<file path="config.mk">
export PLATFORM = sky130hd
export DESIGN_NAME = epmc_exception_unit
export DESIGN_NICKNAME = d
export VERILOG_FILES = /design/src/rtl/epmc_pkg.sv /design/src/rtl/epmc_exception_unit.sv
export SDC_FILE = /design/constraint.sdc
export NUM_CORES = 1
export LEC_CHECK = 0
export ABC_AREA = 1
export BUFFER_PORTS_ARGS = -buffer_cell sky130_fd_sc_hd__buf_2
export CORE_ASPECT_RATIO = 0.8
export CORE_MARGIN = 2
export CORE_UTILIZATION = 35
export DETAILED_ROUTE_END_ITERATION = 8
export GPL_ROUTABILITY_DRIVEN = 0
export PLACE_DENSITY = 0.73
export RECOVER_POWER = 25
export SETUP_SLACK_MARGIN = 0.02
export SYNTH_ARGS = -nofsm -noshare
export SYNTH_HDL_FRONTEND = slang
export SYNTH_SLANG_ARGS = --single-unit
</file>
<file path="constraint.sdc">
create_clock -name ref_clk -period 1.3 [get_ports ref_clk]
set_input_delay 0.195 -clock ref_clk [delete_from_list [all_inputs] [get_ports ref_clk]]
set_output_delay 0.195 -clock ref_clk [all_outputs]
set_load 0.1 [all_outputs]
</file>
<file path="src/rtl/epmc_pkg.sv">
/*
 * Package for the exception priority and mask control block: pseudo register
 * numbers, exception classes, priority codes and packed carriers.
 * Assumes special register numbers arrive as 10-bit decimal indices.
 */
package epmc_pkg;

    // Pseudo special register numbers (decimal 80, 81, 82)
    localparam logic [9:0] SPR_INT_ENABLE = 10'h050;
    localparam logic [9:0] SPR_INT_DISABLE = 10'h051;
    localparam logic [9:0] SPR_NONRECOV = 10'h052;

    // Priority codes, 1 is highest
    localparam logic [2:0] PRIO_NONE = 3'h0;
    localparam logic [2:0] PRIO_NMI_BKPT = 3'h1;
    localparam logic [2:0] PRIO_RESET = 3'h2;
    localparam logic [2:0] PRIO_SYNC = 3'h3;
    localparam logic [2:0] PRIO_MASK_BKPT = 3'h4;
    localparam logic [2:0] PRIO_EXT_IRQ = 3'h5;
    localparam logic [2:0] PRIO_DECR = 3'h6;

    // Reset values of the two mask bits
    localparam logic EE_RESET = 1'b0;
    localparam logic RI_RESET = 1'b0;

    typedef enum logic [2:0] {
        EPMC_EXC_NONE,
        EPMC_EXC_NMI_BKPT,
        EPMC_EXC_RESET,
        EPMC_EXC_SYNC,
        EPMC_EXC_MASK_BKPT,
        EPMC_EXC_EXT_IRQ,
        EPMC_EXC_DECR,
        EPMC_EXC_SW_EMUL
    } epmc_exc_t;

    // Special register access from the pipeline
    typedef struct packed {
        logic valid;
        logic isWrite;
        logic [9:0] sprNum;
        logic [31:0] data;
    } epmc_spr_req_t;

    // State of the instruction at the head of the history buffer
    typedef struct packed {
        logic valid;
        logic completed;
        logic hasException;
        logic mayFinish;
    } epmc_head_t;

endpackage

</file>
<file path="src/rtl/epmc_exception_unit.sv">
/*
 * Exception arbiter and external-interrupt / recoverable mask control.
 * Assumes asynchronous sources arrive as levels from pins, the pipeline and
 * history buffer signals are on ref_clk, and the pipeline stalls the next
 * instruction until excTake answers a pending asynchronous cause.
 */
// Functional notes
// [RULE_01] Write to pseudo register 80 sets interrupt enable and recoverable flag.
// [RULE_02] Write to pseudo register 81 clears interrupt enable, sets recoverable flag.
// [RULE_03] Write to pseudo register 82 clears interrupt enable and recoverable flag.
// [RULE_04] Pseudo register writes act on the address alone, data ignored.
// [RULE_05] Reads of pseudo registers raise a software emulation exception.
// [RULE_06] Only the highest priority pending exception is taken.
// [RULE_07] Non-maskable asynchronous exceptions are taken without waiting.
// [RULE_08] Instruction-caused exceptions are handled in program order.
// [RULE_09] Maskable asynchronous exceptions wait for the head instruction's own exception.
// [RULE_10] Non-maskable breakpoint is priority 1, taken regardless of recoverability.
// [RULE_11] Reset is priority 2, below only the non-maskable breakpoint.
// [RULE_12] Instruction exception is priority 3, raised at the buffer head.
// [RULE_13] Maskable breakpoint is priority 4, retire then flush or retire head.
// [RULE_14] External interrupt is priority 5, held while enable bit is clear.
// [RULE_15] Decrementer is lowest, priority 6, held while enable bit is clear.
// [RULE_16] Taking any exception clears the interrupt enable bit.
// [RULE_17] Recoverable flag is saved to the status copy, then cleared.
// [RULE_18] Async exception goes to head; finishable head completes, else flush.
// [RULE_19] Mask changes govern the instruction right after the write.
`timescale 1ns/1ps

module epmc_exception_unit #(
    parameter int SYNC_STAGES = 3
) (
    input wire logic ref_clk,
    input wire logic rstn,
    input wire epmc_pkg::epmc_spr_req_t sprReq,
    input wire epmc_pkg::epmc_head_t headInfo,
    input wire logic nmiBreakPin,
    input wire logic resetReqPin,
    input wire logic maskBreakPin,
    input wire logic extIrqPin,
    input wire logic decrPin,
    output logic excTake_q,
    output epmc_pkg::epmc_exc_t excCause_q,
    output logic [2:0] excPrio_q,
    output logic flushHead_q,
    output logic retireHead_q,
    output logic extIrqEnable_q,
    output logic recoverable_q,
    output logic savedRecoverable_q,
    output logic sprReadFault_q
);

    // Synchroniser chains for the five asynchronous pins
    logic [4:0] pinRaw;
    logic [4:0] syncStage [SYNC_STAGES];
    logic [4:0] pinLevel_q;
    logic [4:0] pinLevel_d;

    assign pinRaw = {decrPin, extIrqPin, maskBreakPin, resetReqPin, nmiBreakPin};

    genvar gi;
    generate
        for (gi = 0; gi < SYNC_STAGES; gi++) begin : gSync
            if (gi == 0) begin : gFirst
                // First stage samples the raw pins
                always_ff @(posedge ref_clk) begin
                    if (!rstn) begin
                        syncStage[gi] <= '0;
                    end else begin
                        syncStage[gi] <= pinRaw;
                    end
                end
            end else begin : gNext
                // Later stages follow the one before
                always_ff @(posedge ref_clk) begin
                    if (!rstn) begin
                        syncStage[gi] <= '0;
                    end else begin
                        syncStage[gi] <= syncStage[gi - 1];
                    end
                end
            end
        end
    endgenerate

    // A level change counts once the last two stages agree
    always_comb begin
        for (int b = 0; b < 5; b++) begin
            if (syncStage[SYNC_STAGES - 1][b] == syncStage[SYNC_STAGES - 2][b]) begin
                pinLevel_d[b] = syncStage[SYNC_STAGES - 1][b];
            end else begin
                pinLevel_d[b] = pinLevel_q[b];
            end
        end
    end

    always_ff @(posedge ref_clk) begin
        if (!rstn) begin
            pinLevel_q <= '0;
        end else begin
            pinLevel_q <= pinLevel_d;
        end
    end

    // Decoded pseudo register accesses
    logic wrEnable;
    logic wrDisable;
    logic wrNonRecov;
    logic rdPseudo;
    logic pseudoHit;

    always_comb begin
        pseudoHit = 1'b0;
        if (sprReq.sprNum == epmc_pkg::SPR_INT_ENABLE) begin
            pseudoHit = 1'b1;
        end else if (sprReq.sprNum == epmc_pkg::SPR_INT_DISABLE) begin
            pseudoHit = 1'b1;
        end else if (sprReq.sprNum == epmc_pkg::SPR_NONRECOV) begin
            pseudoHit = 1'b1;
        end
    end

    // Only the address selects the action; sprReq.data is never looked at
    assign wrEnable = sprReq.valid && sprReq.isWrite && (sprReq.sprNum == epmc_pkg::SPR_INT_ENABLE); // [RULE_04]
    assign wrDisable = sprReq.valid && sprReq.isWrite && (sprReq.sprNum == epmc_pkg::SPR_INT_DISABLE); // [RULE_04]
    assign wrNonRecov = sprReq.valid && sprReq.isWrite && (sprReq.sprNum == epmc_pkg::SPR_NONRECOV); // [RULE_04]
    assign rdPseudo = sprReq.valid && !sprReq.isWrite && pseudoHit; // [RULE_05]

    // Pending causes by priority
    logic nmiPend;
    logic resetPend;
    logic syncPend;
    logic maskBkPend;
    logic extPend;
    logic decrPend;
    logic headReady;
    logic [4:0] pinActive;

    // Head is settled once any exception it carries can be taken first
    assign headReady = !headInfo.valid || headInfo.completed || headInfo.hasException; // [RULE_09]
    assign nmiPend = pinActive[0]; // [RULE_07] [RULE_10]
    assign resetPend = pinActive[1]; // [RULE_11]
    // Apart from a pseudo register read fault, only the head instruction may raise its exception, keeping program order
    assign syncPend = (headInfo.valid && headInfo.hasException) || sprReadFault_q; // [RULE_08] [RULE_12]
    assign maskBkPend = pinActive[2] && headReady; // [RULE_13]
    assign extPend = pinActive[3] && extIrqEnable_q && headReady; // [RULE_14]
    assign decrPend = pinActive[4] && extIrqEnable_q && headReady; // [RULE_15]

    // Fixed priority select of a single winner
    epmc_pkg::epmc_exc_t winCause;
    logic [2:0] winPrio;

    always_comb begin
        winCause = epmc_pkg::EPMC_EXC_NONE;
        winPrio = epmc_pkg::PRIO_NONE;
        if (nmiPend) begin
            winCause = epmc_pkg::EPMC_EXC_NMI_BKPT; // [RULE_06] [RULE_10]
            winPrio = epmc_pkg::PRIO_NMI_BKPT;
        end else if (resetPend) begin
            winCause = epmc_pkg::EPMC_EXC_RESET; // [RULE_11]
            winPrio = epmc_pkg::PRIO_RESET;
        end else if (syncPend) begin
            if (sprReadFault_q && !(headInfo.valid && headInfo.hasException)) begin
                winCause = epmc_pkg::EPMC_EXC_SW_EMUL; // [RULE_05]
            end else begin
                winCause = epmc_pkg::EPMC_EXC_SYNC; // [RULE_12]
            end
            winPrio = epmc_pkg::PRIO_SYNC;
        end else if (maskBkPend) begin
            winCause = epmc_pkg::EPMC_EXC_MASK_BKPT; // [RULE_13]
            winPrio = epmc_pkg::PRIO_MASK_BKPT;
        end else if (extPend) begin
            winCause = epmc_pkg::EPMC_EXC_EXT_IRQ; // [RULE_14]
            winPrio = epmc_pkg::PRIO_EXT_IRQ;
        end else if (decrPend) begin
            winCause = epmc_pkg::EPMC_EXC_DECR; // [RULE_15]
            winPrio = epmc_pkg::PRIO_DECR;
        end
    end

    logic takeNow;
    logic asyncMaskable;
    assign takeNow = (winCause != epmc_pkg::EPMC_EXC_NONE) && !excTake_q;
    assign asyncMaskable = (winPrio == epmc_pkg::PRIO_MASK_BKPT) || (winPrio == epmc_pkg::PRIO_EXT_IRQ) ||
        (winPrio == epmc_pkg::PRIO_DECR);

    // Which pin source the current take answers
    logic [4:0] pinTaken;
    logic [4:0] pinServed_q;

    always_comb begin
        pinTaken = '0;
        if (takeNow) begin
            if (winCause == epmc_pkg::EPMC_EXC_NMI_BKPT) begin
                pinTaken[0] = 1'b1;
            end else if (winCause == epmc_pkg::EPMC_EXC_RESET) begin
                pinTaken[1] = 1'b1;
            end else if (winCause == epmc_pkg::EPMC_EXC_MASK_BKPT) begin
                pinTaken[2] = 1'b1;
            end else if (winCause == epmc_pkg::EPMC_EXC_EXT_IRQ) begin
                pinTaken[3] = 1'b1;
            end else if (winCause == epmc_pkg::EPMC_EXC_DECR) begin
                pinTaken[4] = 1'b1;
            end
        end
    end

    // A taken level stays masked until its synchronised copy falls, so the
    // synchroniser latency cannot cause a second take of the same request
    generate
        for (gi = 0; gi < 5; gi++) begin : gServed
            // Set by the take, cleared by the falling level; set wins
            always_ff @(posedge ref_clk) begin
                if (!rstn) begin
                    pinServed_q[gi] <= 1'b0;
                end else if (pinTaken[gi]) begin
                    pinServed_q[gi] <= 1'b1;
                end else if (!pinLevel_q[gi]) begin
                    pinServed_q[gi] <= 1'b0;
                end
            end
            assign pinActive[gi] = pinLevel_q[gi] && !pinServed_q[gi];
        end
    endgenerate

    // Take pulse, cause and priority of the exception
    always_ff @(posedge ref_clk) begin
        if (!rstn) begin
            excTake_q <= 1'b0;
            excCause_q <= epmc_pkg::EPMC_EXC_NONE;
            excPrio_q <= epmc_pkg::PRIO_NONE;
        end else begin
            excTake_q <= takeNow; // [RULE_06]
            if (takeNow) begin
                excCause_q <= winCause;
                excPrio_q <= winPrio;
            end
        end
    end

    // Head disposal for a taken cause; only an asynchronous cause can retire the head
    always_ff @(posedge ref_clk) begin
        if (!rstn) begin
            flushHead_q <= 1'b0;
            retireHead_q <= 1'b0;
        end else begin
            flushHead_q <= 1'b0;
            retireHead_q <= 1'b0;
            if (takeNow && headInfo.valid && !headInfo.completed) begin
                if ((asyncMaskable || winPrio == epmc_pkg::PRIO_NMI_BKPT || winPrio == epmc_pkg::PRIO_RESET)
                    && headInfo.mayFinish && !headInfo.hasException) begin
                    retireHead_q <= 1'b1; // [RULE_18]
                end else begin
                    flushHead_q <= 1'b1; // [RULE_18]
                end
            end
        end
    end

    // Interrupt enable and recoverable flag; an exception outranks a command
    always_ff @(posedge ref_clk) begin
        if (!rstn) begin
            extIrqEnable_q <= epmc_pkg::EE_RESET;
            recoverable_q <= epmc_pkg::RI_RESET;
            savedRecoverable_q <= epmc_pkg::RI_RESET;
        end else if (takeNow) begin
            savedRecoverable_q <= recoverable_q; // [RULE_17]
            recoverable_q <= 1'b0; // [RULE_17]
            extIrqEnable_q <= 1'b0; // [RULE_16]
        end else if (wrEnable) begin
            extIrqEnable_q <= 1'b1; // [RULE_01] [RULE_19]
            recoverable_q <= 1'b1; // [RULE_01]
        end else if (wrDisable) begin
            extIrqEnable_q <= 1'b0; // [RULE_02] [RULE_19]
            recoverable_q <= 1'b1; // [RULE_02]
        end else if (wrNonRecov) begin
            extIrqEnable_q <= 1'b0; // [RULE_03] [RULE_19]
            recoverable_q <= 1'b0; // [RULE_03]
        end
    end

    // Read fault flag: set wins over the clear by the take
    always_ff @(posedge ref_clk) begin
        if (!rstn) begin
            sprReadFault_q <= 1'b0;
        end else if (rdPseudo) begin
            sprReadFault_q <= 1'b1; // [RULE_05]
        end else if (takeNow && winCause == epmc_pkg::EPMC_EXC_SW_EMUL) begin
            sprReadFault_q <= 1'b0;
        end
    end

endmodule

</file>
**After elaboration in Yosys (flattened, before gate mapping)**

Memory sizes are Yosys's and may differ from the RTL's.
Index checks and enable logic that the tools add are counted.

- Equality and inequality tests: 24
- Muxes and demuxes: 47
- Bitwise logic cells: 4
- Reduce and logical (&&, ||, !) cells: 47

Operators with widths:

| operator | number |
|---|---|
| $mux 3 | 11 |
| $eq 10x7->1 const B | 3 |
| $mux 1 | 30 |
| $logic_and 1x1->1 | 24 |
| $eq 3x3->1 const B | 7 |
| $mux 5 | 4 |
| $logic_not 1->1 | 11 |
| $ne 2x1->1 const B | 5 |
| $logic_or 1x1->1 | 7 |
| $eq 3x1->1 const B | 2 |
| $eq 3x2->1 const B | 2 |
| $reduce_bool 3->1 | 2 |
| $eq 1x1->1 | 5 |
| $mux 4 | 1 |
| $or 1x1->1 | 3 |
| $mux 2 | 1 |
| $reduce_and 2->1 | 1 |
| $reduce_bool 2->1 | 1 |
| $reduce_or 2->1 | 1 |
| $not 1->1 | 1 |

- Register bits after elaboration: 23
- RAM bits: 15
- Logic and storage cells: 142
- Memories kept: 1

Memories:

| memory | words | bits a word | read ports | clocked after memory_dff | write ports | RTL line | source |
|---|---|---|---|---|---|---|---|
| syncStage | 3 | 5 | 3 | 0 | 3 | epmc_exception_unit.sv:54 | `logic [4:0] syncStage [SYNC_STAGES];` |

**Depth between registers and ports, before layout**

- Depth after elaboration: 18
- Depth in mapped cells: 10
- Gate-level depth less buffers: 10

**Worst setup path after synthesis**

No wires, ideal clock.

- Path type: register to register
- From: register extIrqEnable_q
- To: register excCause_q[0]
- Setup time: 119 ps
- Arrival: 1828 ps
- Setup slack: -647 ps
- Cell stages (with the launch flop): 10
- Path buffers: 0
- Cells stage by stage: dfxtp_1 nand2_1 nor2_2 nand2_2 nor2_4 nor2_4 nand4_4 nand2_4 nand3_1 nand2_1

- Longest elaborated chain between the ends: 10
- Elaborated cells between the ends (all ways): 12

RTL lines:

| element | RTL line | source |
|---|---|---|
| from (decl) | epmc_exception_unit.sv:46 | `output logic extIrqEnable_q,` |
| from (signal assigned) | epmc_exception_unit.sv:262 | `extIrqEnable_q <= epmc_pkg::EE_RESET;` |
| $logic_and 1x1->1 (2 in series) | epmc_exception_unit.sv:146 | `assign decrPend = pinActive[4] && extIrqEnable_q && headReady;` |
| $mux 3 | epmc_exception_unit.sv:174 | `end else if (decrPend) begin` |
| $mux 3 (*) | epmc_exception_unit.sv:171 | `end else if (extPend) begin` |
| $mux 3 (*) | epmc_exception_unit.sv:168 | `end else if (maskBkPend) begin` |
| $mux 3 (*) | epmc_exception_unit.sv:161 | `end else if (syncPend) begin` |
| $mux 3 (*) | epmc_exception_unit.sv:158 | `end else if (resetPend) begin` |
| $mux 3 (*) | epmc_exception_unit.sv:155 | `if (nmiPend) begin` |
| $reduce_bool 3->1 | epmc_exception_unit.sv:182 | `assign takeNow = (winCause != epmc_pkg::EPMC_EXC_NONE) && !excTake_q;` |
| $logic_and 1x1->1 | epmc_exception_unit.sv:182 |  |
| to (signal assigned) | epmc_exception_unit.sv:229 | `excCause_q <= epmc_pkg::EPMC_EXC_NONE;` |
| to (signal assigned) | epmc_exception_unit.sv:234 | `excCause_q <= winCause;` |
| to (decl) | epmc_exception_unit.sv:42 | `output epmc_pkg::epmc_exc_t excCause_q,` |

Mark *: on every way between the ends. The rest lies on a longest branch, timed or not.
A chain may end at the register's enable or synchronous reset.

**Worst setup path after layout**

- From: register extIrqEnable_q
- To: register recoverable_q

- Longest elaborated chain between the ends: 11
- Elaborated cells between the ends (all ways): 13

RTL lines:

| element | RTL line | source |
|---|---|---|
| $logic_and 1x1->1 (2 in series) | epmc_exception_unit.sv:146 |  |
| $mux 3 | epmc_exception_unit.sv:174 |  |
| $mux 3 (*) | epmc_exception_unit.sv:171 |  |
| $mux 3 (*) | epmc_exception_unit.sv:168 |  |
| $mux 3 (*) | epmc_exception_unit.sv:161 |  |
| $mux 3 (*) | epmc_exception_unit.sv:158 |  |
| $mux 3 (*) | epmc_exception_unit.sv:155 |  |
| $reduce_bool 3->1 (*) | epmc_exception_unit.sv:182 |  |
| $logic_and 1x1->1 (*) | epmc_exception_unit.sv:182 |  |
| $reduce_or 2->1 (no source line) (*) | - |  |
| to (signal assigned) | epmc_exception_unit.sv:263 | `recoverable_q <= epmc_pkg::RI_RESET;` |
| to (decl) | epmc_exception_unit.sv:47 | `output logic recoverable_q,` |

Marks and branches as above.

==> run_results.csv <==
group,metric,value,unit
final_layout,stdcell_area,2130,µm²
synth,ys_ff_latch,36,
synth,syn_area_per_cell,7.50,µm²
grt,via_count_of_the_first_global_routing_pass,1240,
setup_path,critical_path.top_delay_family,"simple AND/OR/NAND/NOR gates",
synth,postSynthNetCount,256,
die,pin_count,68,
setup_path,worstSetupStartpointType,"flip-flop",
synth,cell_taking_the_most_area_after_synthesis,"sky130_fd_sc_hd__dfxtp_1",
clocking,clk_path_buf_depth,2,
die,die_w,77.4,µm
setup_path,slowest_stage,"sky130_fd_sc_hd__dfxtp_4",
grt,grt_first_pass_wirelength,5170,µm
sta,report.final.slew_viol_count,0,
placement,numPortBuffers,35,
synth,syn_area,1510,µm²
die,floorplan.die_area,4850,µm²
grt,antenna_violations_before_repair,0,
clocking,clkSinkCount,36,
final_layout,leading_cell_types_in_the_layout_fill_and_taps_excluded,"sky130_fd_sc_hd__nand2_1, sky130_fd_sc_hd__inv_1, sky130_fd_sc_hd__dfxtp_1, sky130_fd_sc_hd__buf_2",
placement,total_cell_area_at_the_placement_stage,1950,µm²
clocking,cts_htree_levels,2,
sta,rsz0062_at_grt,"true",
sta,setup_violations,6,
sta,maxClockFrequency,756,MHz
final_layout,antenna-diode-count,0,
clocking,insertion_delay,0.29,ns
setup_path,critical-path-max-stage-delay,0.37,ns
final_layout,layout.cells.most_common,"sky130_fd_sc_hd__nand2_1",
final_layout,synthToLayoutAreaGrowth,41.3,%
drt,wire_per_inst,9.69,µm
setup_path,critPathBufInv,0,
setup_path,crit_arrival,1.51,ns
placement,detailedPlace.worstSlack,-0.104,ns
clocking,cts-buffers-inserted,5,
power_and_ir_drop,leakagePower,1.06,nW
drt,ant_nets,0,
drt,detail_route.first_pass.iterations,4,
sta,postLayoutSetupSlackWorst,-0.0223,ns
status,violated_checks,"setup timing",
die,initial_core_util,36.3,%
sta,timing.final.crit_period,1.32,ns
power_and_ir_drop,irDropWorstVdd,0.000650,V
sta,worst_slew_margin_rel,67.5,%
status,run_status,"complete, but fails checks",
clocking,cts_root_buffer,"sky130_fd_sc_hd__clkbuf_8",
final_layout,layout.nets,309,
setup_path,worst_setup_end_kind,"flip-flop",
die,fp.dieH,62.7,µm
clocking,cts_clk_pin_slew_worst_paths,0.07,ns
grt,grt.overflow.total,0,
clocking,tritoncts_clock_tree,"yes",
synth,synth_cell_types,23,
job,timing.max_cap.violations,0,
power_and_ir_drop,p_per_cell_area,1100,nW/µm²
drt,drc,0,
sta,max_slew.worst_pin.slew,0.491,ns
drt,wirelength,3020,µm
drt,vias,1350,
die,core,4150,µm²
clocking,cts_hold_repair.buffers,0,
drt,vias_per_cell,4.33,
setup_path,crit_chain,"nand2_2, nor2_2, nand3_1, nand2_1, nand2_2, nand4_4, nand2_4, nand2_2, nor2_1",
setup_path,required_time_reported_for_the_critical_path_endpoint,1.49,ns
sta,min_period_over_period,102,%
hold_path,worst_hold_path_type,"in -> reg",
synth,yosysWarnings,0,
sta,number_of_endpoints_with_negative_hold_slack_in_the_final_report,0,
synth,synth_largest_type_area_fraction,47.8,%
synth,synth_seq_area_share,47.8,%
grt,grt_start_max_net_pins,36,
final_layout,fillCellCount,432,
synth,yosys-top-cells-area,"sky130_fd_sc_hd__dfxtp_1, sky130_fd_sc_hd__nand2_1, sky130_fd_sc_hd__inv_1",
drt,first_iter_violations,51,
synth,instance_count_of_the_mapped_netlist,201,
final_layout,layout-drive-gt1-share,40.0,%
grt,gr-usage-all-layers,13.5,%
sta,setup-tns-final,-0.0774,ns
setup_path,critical_path_start_end_classification,"reg -> reg",
sta,skew,0.00330,ns
setup_path,critPathMaxFanout,7,
setup_path,crit_top_cell,"sky130_fd_sc_hd__nand2_2",
placement,post-dp-hpwl,2200,µm
die,core.rowCount,21,
## stage by stage
stage                     utilization [%]  total power [mW]  hold WS (ns)  cells
after global placement               47.1              1.41         0.377    302
after floorplan                         -              1.34         0.293    201
final                                51.3              2.35        0.0869    312
after detailed placement             47.1              1.42         0.383    302
after CTS                            50.4              2.38        0.0761    312
after global routing                 51.3              2.46        0.0806    312
## synthesized netlist by cell type, drive strengths merged
cell type / count
nand4: 7
nand3b: 2
buf: 3
nor3: 1
dfxtp: 36
nand2: 52
o21ai: 9
inv: 35
o21bai: 1
o22ai: 1
clkbuf: 3
nand3: 14
nor2: 27
a21oi: 10
## layer usage
metal | global-route usage (%) | share of wire [%]
met3 | 4.48 | 5.2
met1 | 15.7 | 49
met2 | 22.3 | 45
met5 | 0 | 0
met4 | 6.70 | 0.99
## registers in the layout, indices dropped and copies added (netlist names)
register and flops:
excCause_q 3, sprReadFault_q 1, pinServed_q 5, syncStage 15
pinLevel_q 5, recoverable_q 1, excPrio_q 1, retireHead_q 1
flushHead_q 1, extIrqEnable_q 1, savedRecoverable_q 1, excTake_q 1
## cell families (layout without fill, tap and decap cells)
| logic type | Yosys count | in the layout | synth area share, % |
|---|---|---|---|
| and+or+nand+nor | 103 | 103 | 33.9 |
| buffers and inverters | 41 | 95 | 10.8 |
| DFF | 36 | 36 | 47.8 |
| AOI/OAI and AO/OA | 21 | 21 | 7.47 |
## final timing paths
check / startpoint / to / slack [ns] / depth (start not counted)
setup / recovery: extIrqEnable_q / recoverable_q / -0.02 / 9
hold / removal: extIrqPin / syncStage[0][3] / 0.09 / 3
setup reg to reg: extIrqEnable_q / recoverable_q / -0.02 / 9
hold reg to reg: syncStage[0][0] / syncStage[1][0] / 0.41 / 2
## final cells by class
class,count,area (µm²),share of cell area [%]
clock buffer,6,72.6,3.41
sequential,36,738,34.6
multi-input combinational,124,703,33.0
timing repair buffer,52,379,17.8
clock inverter,2,35.0,1.64
inverter,35,131,6.17
tap,57,71.3,3.35
## tightest hold or removal path: stages
cell                      delay, ns
sky130_fd_sc_hd__buf_2         0.07
sky130_fd_sc_hd__nand2_1       0.04
sky130_fd_sc_hd__inv_1         0.04
## power by group
group,total (mW),internal (mW),leakage [nW],switching [mW]
Clock,0.948,0.569,0.0552,0.380
Sequential,1.14,1.12,0.298,0.0140
Combinational,0.264,0.0882,0.711,0.176
Total,2.35,1.78,1.06,0.570
## what timing repair did
item	4_1_cts	5_1_grt
gates cloned	0	0
setup endpoints to repair	13	17
pin swaps	2	15
resized for setup	7	13
setup buffers	2	0
Note: power is estimated with default switching activity, not from simulation.
